--- config.mk ---
export PLATFORM = sky130hd
export DESIGN_NAME = regulator_control_logic
export DESIGN_NICKNAME = d
export VERILOG_FILES = /design/src/rtl/regulator_control_pkg.sv /design/src/rtl/regulator_sequencer.sv /design/src/rtl/regulator_control_logic.sv
export SDC_FILE = /design/constraint.sdc
export NUM_CORES = 1
export LEC_CHECK = 0
export BUFFER_PORTS_ARGS = -buffer_cell sky130_fd_sc_hd__buf_4
export CORE_MARGIN = 2
export CORE_UTILIZATION = 35
export CTS_BUF_LIST = sky130_fd_sc_hd__clkbuf_4 sky130_fd_sc_hd__clkbuf_8
export DETAILED_ROUTE_END_ITERATION = 8
export MAX_ROUTING_LAYER = met4
export PLACE_DENSITY = 0.6
export SYNTH_ARGS = -nofsm -noshare
export SYNTH_HDL_FRONTEND = slang
export SYNTH_SLANG_ARGS = --single-unit
--- constraint.sdc ---
create_clock -name mclk -period 2.6 [get_ports mclk]
set_input_delay 0.52 -clock mclk [delete_from_list [all_inputs] [get_ports mclk]]
set_output_delay 0.52 -clock mclk [all_outputs]
set_load 0.05 [all_outputs]
--- src/rtl/regulator_control_pkg.sv ---
// constants shared by the regulator control logic and its sequencer
// assumes a single 20 MHz device clock; analog parts sit outside this logic
package regulator_control_pkg;

  // ==========================================================
  // regulator population
  localparam int NUM_BUCK = 3;
  localparam int NUM_LINEAR = 4;
  localparam int NUM_REG = NUM_BUCK + NUM_LINEAR;

  // ==========================================================
  // voltage code layout: range in the upper half, step in the lower
  localparam int CODE_W = 6;
  localparam int RANGE_LSB = 3;
  localparam int STEP_W = 3;
  localparam logic [CODE_W-1:0] CODE_MIN = 6'h00; // 0.600 V
  localparam logic [CODE_W-1:0] CODE_MAX = 6'h3F; // 3.900 V

  // ==========================================================
  // turn-on delay: 3-bit code, 0 ms then 2^code ms
  localparam int DELAY_W = 3;
  localparam int DELAY_MS_W = 8;
  localparam logic [DELAY_W-1:0] DELAY_CODE_NONE = 3'h0;
  localparam logic [DELAY_MS_W-1:0] DELAY_MS_ONE = 8'h01;
  localparam logic [DELAY_MS_W-1:0] DELAY_MS_ZERO = 8'h00;

  // ==========================================================
  // timing at the device clock
  localparam longint CLK_HZ = 20_000_000;
  localparam longint MS_PER_S = 1000;
  localparam longint US_PER_S = 1_000_000;
  localparam longint SOFT_START_US = 400;
  localparam int MS_CYCLES = int'(CLK_HZ / MS_PER_S);
  localparam int SOFT_START_CYCLES = int'((SOFT_START_US * CLK_HZ + US_PER_S - 1) / US_PER_S);
  localparam int RAMP_W = 16;
  localparam int TICK_W = 32;

  // ==========================================================
  // power-good comparator thresholds, percent under target (analog trim)
  localparam int BUCK_PG_PCT = 7;
  localparam int LINEAR_PG_PCT = 11;
  localparam int LOW_BIAS_SAVING_PCT = 16;

  // ==========================================================
  // per-regulator sequencing states
  typedef enum logic [1:0] {
    REG_OFF = 2'b00,
    REG_WAIT = 2'b01,
    REG_RAMP = 2'b10,
    REG_ON = 2'b11
  } reg_state_e;

endpackage

--- src/rtl/regulator_sequencer.sv ---
// one regulator's enable edge detector, turn-on delay and soft-start timer
// assumes enable_bit and delay_code come from logic on mclk; ms_tick is a
// one-cycle pulse every millisecond from the shared divider
`timescale 1ns/1ps
module regulator_sequencer #(
  parameter int RAMP_CYCLES = 0
) (
  input wire logic mclk,
  input wire logic rst_n,
  input wire logic enable_bit,
  input wire logic [regulator_control_pkg::DELAY_W-1:0] delay_code,
  input wire logic ms_tick,
  output logic internal_enable,
  output logic regulated
);

  regulator_control_pkg::reg_state_e state_q, state_d;
  logic prev_q, prev_d;
  logic armed_q, armed_d;
  logic [regulator_control_pkg::DELAY_MS_W-1:0] ms_cnt_q, ms_cnt_d;
  logic [regulator_control_pkg::RAMP_W-1:0] ramp_cnt_q, ramp_cnt_d;
  logic rise;
  logic fall;
  logic [regulator_control_pkg::DELAY_MS_W-1:0] delay_ms;
  localparam int RW = regulator_control_pkg::RAMP_W;

  // ==========================================================
  // next state: only edges act, a level alone never does
  always_comb
  begin
    prev_d = enable_bit;
    armed_d = 1'b1; // level seen at release is not an edge
    rise = armed_q & enable_bit & ~prev_q;
    fall = armed_q & ~enable_bit & prev_q;
    if (delay_code == regulator_control_pkg::DELAY_CODE_NONE)
      delay_ms = regulator_control_pkg::DELAY_MS_ZERO;
    else
      delay_ms = regulator_control_pkg::DELAY_MS_ONE << delay_code;
    state_d = state_q;
    ms_cnt_d = ms_cnt_q;
    ramp_cnt_d = ramp_cnt_q;
    case (state_q)
      regulator_control_pkg::REG_OFF:
      begin
        if (rise)
        begin
          // timer starts at the enabling edge
          if (delay_ms != regulator_control_pkg::DELAY_MS_ZERO)
          begin
            state_d = regulator_control_pkg::REG_WAIT;
            ms_cnt_d = delay_ms;
          end
          else if (RAMP_CYCLES == 0)
            state_d = regulator_control_pkg::REG_ON;
          else
          begin
            state_d = regulator_control_pkg::REG_RAMP;
            ramp_cnt_d = RW'(RAMP_CYCLES - 1);
          end
        end
      end
      regulator_control_pkg::REG_WAIT:
      begin
        // free-running tick: one extra tick so the delay is never short
        if (ms_tick)
        begin
          if (ms_cnt_q == regulator_control_pkg::DELAY_MS_ZERO)
          begin
            if (RAMP_CYCLES == 0)
              state_d = regulator_control_pkg::REG_ON;
            else
            begin
              state_d = regulator_control_pkg::REG_RAMP;
              ramp_cnt_d = RW'(RAMP_CYCLES - 1);
            end
          end
          else
            ms_cnt_d = ms_cnt_q - regulator_control_pkg::DELAY_MS_ONE;
        end
      end
      regulator_control_pkg::REG_RAMP:
      begin
        if (ramp_cnt_q == '0)
          state_d = regulator_control_pkg::REG_ON;
        else
          ramp_cnt_d = ramp_cnt_q - 1'b1;
      end
      regulator_control_pkg::REG_ON:
        state_d = regulator_control_pkg::REG_ON;
      default:
        state_d = regulator_control_pkg::REG_OFF;
    endcase
    // a disabling edge cancels a pending delay or ramp
    if (fall)
      state_d = regulator_control_pkg::REG_OFF;
  end

  // ==========================================================
  // state registers
  always_ff @(posedge mclk)
  begin
    if (!rst_n)
    begin
      state_q <= regulator_control_pkg::REG_OFF;
      prev_q <= 1'b0;
      armed_q <= 1'b0;
      ms_cnt_q <= '0;
      ramp_cnt_q <= '0;
    end
    else
    begin
      state_q <= state_d;
      prev_q <= prev_d;
      armed_q <= armed_d;
      ms_cnt_q <= ms_cnt_d;
      ramp_cnt_q <= ramp_cnt_d;
    end
  end

  assign internal_enable = (state_q == regulator_control_pkg::REG_RAMP) ||
                           (state_q == regulator_control_pkg::REG_ON);
  assign regulated = (state_q == regulator_control_pkg::REG_ON);

endmodule

--- src/rtl/regulator_control_logic.sv ---
// control logic for three step-down converters and four linear regulators
// assumes control bits arrive from the host register file on mclk; the bank
// select pin and power-good comparators are asynchronous and are synchronised
// What this block does
// - bank pin picks primary or alternate code
// - codes start at default, software may overwrite
// - only enable-bit edges switch regulators on/off
// - 3-bit delay code: 0 to 128 ms
// - mode bit forces PWM, else light-load saving
// - 6-bit code: range high, step low
// - converter power-good trips 7 percent low
// - linear power-good trips 11 percent low
// - unmasked power-good loss pulls interrupt low
// - interrupt holds until recovered or disabled, and status read
// - discharge path closes while disabled when enabled
// - low-quiescent bit selects reduced-bias mode
// - linear regulators hold one code, no pin
// - converters soft-start about 400 microseconds
`timescale 1ns/1ps
module regulator_control_logic #(
  parameter int MS_CYCLES = regulator_control_pkg::MS_CYCLES,
  parameter int SOFT_START_CYCLES = regulator_control_pkg::SOFT_START_CYCLES,
  parameter logic [17:0] BUCK_PRIMARY_DEFAULT = 18'h00000,
  parameter logic [17:0] BUCK_ALTERNATE_DEFAULT = 18'h00000,
  parameter logic [23:0] LINEAR_DEFAULT = 24'h000000
) (
  input wire logic mclk,
  input wire logic rst_n,
  input wire logic voltage_bank_select_pin,
  input wire logic [2:0] primary_code_wr,
  input wire logic [2:0] alternate_code_wr,
  input wire logic [3:0] linear_code_wr,
  input wire logic [5:0] code_wdata,
  input wire logic [6:0] enable_bit,
  input wire logic [20:0] delay_code,
  input wire logic [2:0] mode_bit,
  input wire logic [3:0] output_discharge_enable,
  input wire logic [3:0] low_quiescent_enable,
  input wire logic [6:0] fault_interrupt_unmask,
  input wire logic [6:0] power_good_comparator,
  input wire logic power_good_read,
  output logic [17:0] primary_voltage_code,
  output logic [17:0] alternate_voltage_code,
  output logic [23:0] linear_voltage_code,
  output logic [17:0] buck_target_code,
  output logic [6:0] internal_enable,
  output logic [6:0] regulated,
  output logic [2:0] forced_pwm,
  output logic [2:0] power_save_allowed,
  output logic [3:0] discharge_switch_on,
  output logic [3:0] low_bias_mode,
  output logic [6:0] power_good,
  output logic interrupt_request_low
);

  localparam int NB = regulator_control_pkg::NUM_BUCK;
  localparam int NL = regulator_control_pkg::NUM_LINEAR;
  localparam int NR = regulator_control_pkg::NUM_REG;
  localparam int CW = regulator_control_pkg::CODE_W;
  localparam int DW = regulator_control_pkg::DELAY_W;
  localparam int TW = regulator_control_pkg::TICK_W;

  // ==========================================================
  // input synchronisers for pin and comparator levels
  logic bank_meta_q;
  logic bank_sync_q;
  logic [NR-1:0] pg_meta_q;
  logic [NR-1:0] pg_sync_q;

  // first stage feeds only the second stage
  always_ff @(posedge mclk)
  begin
    if (!rst_n)
    begin
      bank_meta_q <= 1'b0;
      bank_sync_q <= 1'b0;
      pg_meta_q <= '0;
      pg_sync_q <= '0;
    end
    else
    begin
      bank_meta_q <= voltage_bank_select_pin;
      bank_sync_q <= bank_meta_q;
      pg_meta_q <= power_good_comparator;
      pg_sync_q <= pg_meta_q;
    end
  end

  // comparators trip at 7 or 11 percent under target; threshold is analog
  assign power_good = pg_sync_q;

  // ==========================================================
  // millisecond tick divider shared by all delay timers
  logic [TW-1:0] tick_cnt_q, tick_cnt_d;
  logic ms_tick;

  always_comb
  begin
    ms_tick = (tick_cnt_q == TW'(MS_CYCLES - 1));
    tick_cnt_d = ms_tick ? '0 : tick_cnt_q + 1'b1;
  end

  always_ff @(posedge mclk)
  begin
    if (!rst_n)
      tick_cnt_q <= '0;
    else
      tick_cnt_q <= tick_cnt_d;
  end

  // ==========================================================
  // voltage code registers
  logic [NB*CW-1:0] pri_q, pri_d;
  logic [NB*CW-1:0] alt_q, alt_d;
  logic [NL*CW-1:0] lin_q, lin_d;
  logic [NB*CW-1:0] target_q, target_d;

  // writes land per regulator; selection follows the synchronised pin
  always_comb
  begin
    pri_d = pri_q;
    alt_d = alt_q;
    lin_d = lin_q;
    for (int i = 0; i < NB; i++)
    begin
      if (primary_code_wr[i])
        pri_d[i*CW +: CW] = code_wdata;
      if (alternate_code_wr[i])
        alt_d[i*CW +: CW] = code_wdata;
    end
    for (int i = 0; i < NL; i++)
    begin
      if (linear_code_wr[i])
        lin_d[i*CW +: CW] = code_wdata;
    end
    target_d = bank_sync_q ? alt_q : pri_q;
  end

  // power-up values are the defaults
  always_ff @(posedge mclk)
  begin
    if (!rst_n)
    begin
      pri_q <= BUCK_PRIMARY_DEFAULT;
      alt_q <= BUCK_ALTERNATE_DEFAULT;
      lin_q <= LINEAR_DEFAULT;
      target_q <= BUCK_PRIMARY_DEFAULT;
    end
    else
    begin
      pri_q <= pri_d;
      alt_q <= alt_d;
      lin_q <= lin_d;
      target_q <= target_d;
    end
  end

  // codes carry range in bits 5:3 and step in bits 2:0, unchanged here
  assign primary_voltage_code = pri_q;
  assign alternate_voltage_code = alt_q;
  assign linear_voltage_code = lin_q;
  assign buck_target_code = target_q;

  // ==========================================================
  // per-regulator enable sequencing
  for (genvar g = 0; g < NR; g++)
  begin : gen_seq
    regulator_sequencer #(
      .RAMP_CYCLES(g < NB ? SOFT_START_CYCLES : 0)
    ) u_seq (
      .mclk(mclk),
      .rst_n(rst_n),
      .enable_bit(enable_bit[g]),
      .delay_code(delay_code[g*DW +: DW]),
      .ms_tick(ms_tick),
      .internal_enable(internal_enable[g]),
      .regulated(regulated[g])
    );
  end

  // ==========================================================
  // operating options for converters and linear regulators
  logic [NB-1:0] pwm_q, pwm_d;
  logic [NL-1:0] dis_q, dis_d;
  logic [NL-1:0] lowbias_q, lowbias_d;

  // discharge only while off, registered one cycle late, so it overlaps a live output for its first cycle
  always_comb
  begin
    pwm_d = mode_bit;
    dis_d = output_discharge_enable & ~internal_enable[NR-1:NB];
    lowbias_d = low_quiescent_enable;
  end

  always_ff @(posedge mclk)
  begin
    if (!rst_n)
    begin
      pwm_q <= '0;
      dis_q <= '0;
      lowbias_q <= '0;
    end
    else
    begin
      pwm_q <= pwm_d;
      dis_q <= dis_d;
      lowbias_q <= lowbias_d;
    end
  end

  assign forced_pwm = pwm_q;
  assign power_save_allowed = ~pwm_q;
  assign discharge_switch_on = dis_q;
  assign low_bias_mode = lowbias_q;

  // ==========================================================
  // output fault interrupt
  logic [NR-1:0] trip;
  logic [NR-1:0] trip_q, trip_d;
  logic [NR-1:0] fault_q, fault_d;
  logic [NR-1:0] read_seen_q, read_seen_d;
  logic irq_low_q, irq_low_d;

  // only a regulator past soft-start can fault; new trip beats any clear
  always_comb
  begin
    trip = fault_interrupt_unmask & regulated & ~pg_sync_q;
    trip_d = trip;
    for (int i = 0; i < NR; i++)
    begin
      fault_d[i] = (trip[i] & ~trip_q[i]) | (fault_q[i] & ~(
        (~internal_enable[i] | pg_sync_q[i]) &
        (read_seen_q[i] | power_good_read)));
      read_seen_d[i] = fault_d[i] & ~(trip[i] & ~trip_q[i]) &
        (read_seen_q[i] | power_good_read);
    end
    irq_low_d = ~|fault_d;
  end

  always_ff @(posedge mclk)
  begin
    if (!rst_n)
    begin
      trip_q <= '0;
      fault_q <= '0;
      read_seen_q <= '0;
      irq_low_q <= 1'b1;
    end
    else
    begin
      trip_q <= trip_d;
      fault_q <= fault_d;
      read_seen_q <= read_seen_d;
      irq_low_q <= irq_low_d;
    end
  end

  assign interrupt_request_low = irq_low_q;
endmodule

==> impl_table.tex <==
\begin{tabular}{lr}
\hline
Metric & Value \\
\hline
\multicolumn{2}{l}{\textbf{Status}} \\
Outcome & finished clean \\
\multicolumn{2}{l}{\textbf{Worst hold path}} \\
Worst hold path stage count & 2 \\
Classification of the worst-slack hold path & input port to flop \\
\multicolumn{2}{l}{\textbf{STA}} \\
Minimum period implied by the final worst setup slack & 2.54 ns \\
Number of failing setup endpoints in the final timing report & 0 \\
Unrepaired setup endpoints after global routing & false \\
Final number of hold-violating endpoints & 0 \\
Tightest slew margin relative to the limit & 0.563 \\
Min Hold Slack & 0.0576 ns \\
Maximum clock frequency & 0.393 GHz \\
Final setup TNS & 0 ns \\
Max Transition Viols Final & 0 \\
Slew of the pin with the lowest slew margin & 0.650 ns \\
Setup ws final & 0.0558 ns \\
Final period utilization & 0.979 \\
Clock tree skew after final layout & 0.0555 ns \\
\multicolumn{2}{l}{\textbf{Layout}} \\
Share of post-route cells with drive strength above 1 & 0.181 \\
Filler-free cell count of the finished design & 2,762 \\
Total of fill cells in the finished design & 4,518 \\
Layout-stage area growth over the synthesis result & 21.7\% \\
Diodes inserted & 0 \\
Layout Utilization & 0.432 \\
\# nets final & 2,215 \\
Post-route standard cell area excluding fillers & 19,600 sq um \\
\multicolumn{2}{l}{\textbf{Placed design}} \\
\# placed instances & 2,652 \\
Worst setup slack after placement & -0.0630 ns \\
Post-DP HPWL & 28,500 um \\
Final estimated routing congestion in global placement & 0.859 \\
IO Port Bufs & 186 \\
DP Area & 18,300 sq um \\
\multicolumn{2}{l}{\textbf{Route}} \\
DRT Wirelength & 41,300 um \\
Initial DRC Count & 646 \\
Post-DR wirelength/cell & 15.0 um \\
Vias per cell & 5.13 \\
Router iterations before antenna repair & 7 \\
Vias after detailed routing & 14,200 \\
Remaining antenna violation count & 0 \\
Post-route DRC & 0 \\
\multicolumn{2}{l}{\textbf{Global route}} \\
Number of global-route vias before repair & 13,800 \\
Largest net degree at the start of global routing & 97 \\
First-pass GRT wire length & 67,700 um \\
Gr ovfl total & 0 \\
Antenna violations before repair & 0 \\
Total GRT Usage & 0.176 \\
\multicolumn{2}{l}{\textbf{Yosys}} \\
Flip-flop and latch count after synthesis & 349 \\
Avg Synthesized Cell Area & 8.39 sq um \\
Sequential-to-total area share from yosys stat & 0.433 \\
Cells taking the most area after synthesis & dfxtp\_1 43\%, nor2\_1 7.5\%, mux2i\_1 5.5\% \\
Total number of yosys warnings & 0 \\
Number of unique standard cell types used by synthesis & 69 \\
Ys flop type & dfxtp\_1 \\
Number of synthesized flops with an enable pin & 0 \\
Cell types with the highest counts after synthesis & 349 x dfxtp\_1, 320 x nor2\_1, 125 x nand2\_1 \\
Asr flop ratio synth & 0 \\
Gate Count Post-Synth & 1,922 \\
Largest area contributor in the netlist & dfxtp\_1 \\
Portion of synthesized cell area occupied by the leading cell type & 0.433 \\
Synthesized netlist net count & 2,022 \\
Most common cell in the netlist & dfxtp\_1 \\
Netlist area before placement & 16,100 sq um \\
\multicolumn{2}{l}{\textbf{Setup path}} \\
Worst path most repeated cell & or4\_4 \\
Cell breakdown of the critical path & or4\_4 > or3\_4 > or4\_4 > a311o\_1 > or4\_1 > a21oi\_1 \\
Type of element launching the critical path & flop \\
Critical R2R Launch & gen\_seq[2].u\_seq.ramp\_cnt\_q[0] \\
Number of buffer and inverter stages on the critical path & 0 \\
Launching element of the worst setup path & gen\_seq[2].u\_seq.ramp\_cnt\_q[0] \\
Crit. End Element & flop \\
Number of cells on the critical path & 6 \\
Master of the slowest instance on the critical path & or4\_4 \\
Endpoint required time on the critical path & 3.21 ns \\
Crit Reg-Reg Endpoint & gen\_seq[2].u\_seq.ramp\_cnt\_q[13] \\
R2R setup slack & 0.06 ns \\
Maximum fanout along the worst path & 3 \\
R2R depth & 6 \\
Dominant delay contributor by cell family on the critical path & simple AND/OR/NAND/NOR gates \\
End point of the critical path & gen\_seq[2].u\_seq.ramp\_cnt\_q[13] \\
Data arrival time of the critical path & 3.15 ns \\
Worst setup path category & flop to flop \\
Longest individual stage delay on the worst path & 0.54 ns \\
\multicolumn{2}{l}{\textbf{Die}} \\
Effective utilization at floorplan & 0.355 \\
Floorplan die area & 47,800 sq um \\
Die Wd & 219 um \\
Row cnt & 78 \\
Placeable core region & 45,400 sq um \\
Ports & 187 \\
Chip height & 219 um \\
\multicolumn{2}{l}{\textbf{Clock tree}} \\
Clk sink count & 349 \\
Clk Tree Root Cell & clkbuf\_8 \\
CTS buffer count & 61 \\
Worst-skew pair later-pin latency & 0.67 ns \\
Hold-fix buffers at CTS & 0 \\
CTS tree & built \\
Clock slew seen by the registers of the worst setup and hold paths & 0.06 ns \\
Total number of H-tree levels & 2 \\
Max Buffers Root-to-Sink & 3 \\
\multicolumn{2}{l}{\textbf{Pwr}} \\
Total power & 13.6 mW \\
Leakage power of the design & 7.89 nW \\
Power Dens Cells & 695 nW/um\^{}2 \\
Peak supply drop & 0.337 mV \\
\multicolumn{2}{l}{\textbf{Run}} \\
Max-capacitance violation count & 0 \\
\hline
\end{tabular}
-- worst min path at each step --
stage	startpoint	to	slack (ns)
4_1_cts	power_good_comparator[2]	pg_meta_q[2]	0.02
2_1_floorplan	bank_meta_q	bank_sync_q	0.41
5_1_grt	power_good_comparator[2]	pg_meta_q[2]	0.04
3_3_place_gp	pg_meta_q[3]	power_good[3]	0.41
3_5_place_dp	pg_meta_q[0]	power_good[0]	0.42
6_report	power_good_comparator[2]	pg_meta_q[2]	0.06
-- area by class of cell --
cell class,count,area (sq um),share of cell area
timing repair buffer,251,1920,0.0979
tap,600,751,0.0383
sequential,349,6990,0.356
clock buffer,97,1220,0.0620
multi-input combinational,1395,8460,0.431
inverter,57,219,0.0112
clock inverter,13,68.8,0.00351
-- worst register-to-register path, stage by stage (launching register included) --
cell and delay, ns:
dfxtp_1 0.32, or4_4 0.54, or3_4 0.34, or4_4 0.42, a311o_1 0.31, or4_1 0.40, a21oi_1 0.14
-- logic make-up (layout without fill, tap and decap cells) --
family / after synthesis / after routing / share of synthesized area
buffers and inverters: 178 / 418 / 0.0447
adder cells (fa/ha/maj): 27 / 27 / 0.0210
AND/OR/NAND/NOR: 857 / 857 / 0.268
XOR/XNOR: 89 / 89 / 0.0484
flip-flops: 349 / 349 / 0.433
AO/OA/AOI/OAI: 334 / 334 / 0.130
multiplexers: 88 / 88 / 0.0546
-- timing repair --
| action | in CTS | in global routing |
|---|---|---|
| buffers inserted | 0 | 0 |
| pin swaps | 0 | 2 |
| endpoints found under the setup margin | 3 | 26 |
| resized for setup | 2 | 7 |
-- report_power, final --
part	internal, mW	total, mW	switching (mW)
Clock	2.95	5.23	2.28
Sequential	5.60	5.84	0.232
Combinational	1.00	2.57	1.57
-- routing by layer --
metal / vias up / global-route usage / share of wire / routed length (um)
li1: 7152 / - / - / -
met1: 6633 / 0.218 / 0.46 / 19000
met2: 291 / 0.287 / 0.47 / 19400
met3: 84 / 0.0313 / 0.047 / 1930
met4: 0 / 0.0590 / 0.025 / 1020
met5: - / - / 0 / 0
-- state kept, by name, summed over array words and instances (netlist names) --
signal / cells
gen_seq.u_seq.armed_q: 1
primary_voltage_code: 18
gen_seq.u_seq.ramp_cnt_q: 112
linear_voltage_code: 24
discharge_switch_on: 4
gen_seq.u_seq.ms_cnt_q: 56
gen_seq.u_seq.prev_q: 7
fault_q: 7
interrupt_request_low: 1
forced_pwm: 3
low_bias_mode: 4
bank_meta_q: 1
buck_target_code: 18
gen_seq.u_seq.state_q: 14
pg_meta_q: 7
bank_sync_q: 1
tick_cnt_q: 32
power_good: 7
read_seen_q: 7
trip_q: 7
alternate_voltage_code: 18
-- layout by cell type (no fill, tap or decap), types with 10 or more instances in the layout --
cell	count
a211oi_1	28
a21oi_1	99
a311oi_1	14
a31oi_1	18
and2_1	48
and3_1	11
buf_4	248
clkbuf_4	19
clkbuf_8	78
clkinv_2	12
dfxtp_1	349
ha_1	27
inv_1	56
mux2i_1	88
nand2_1	125
nand2b_1	40
nand3_1	46
nand3b_1	13
nand4_1	15
nand4b_1	10
nor2_1	320
nor2b_1	15
nor3_1	57
nor4_1	42
nor4b_1	19
o21ai_0	75
o22ai_1	24
o31ai_1	10
or2_2	10
or3_1	30
or4_1	25
xnor2_1	49
xor2_1	40
Power figures use the tool's default switching activity.
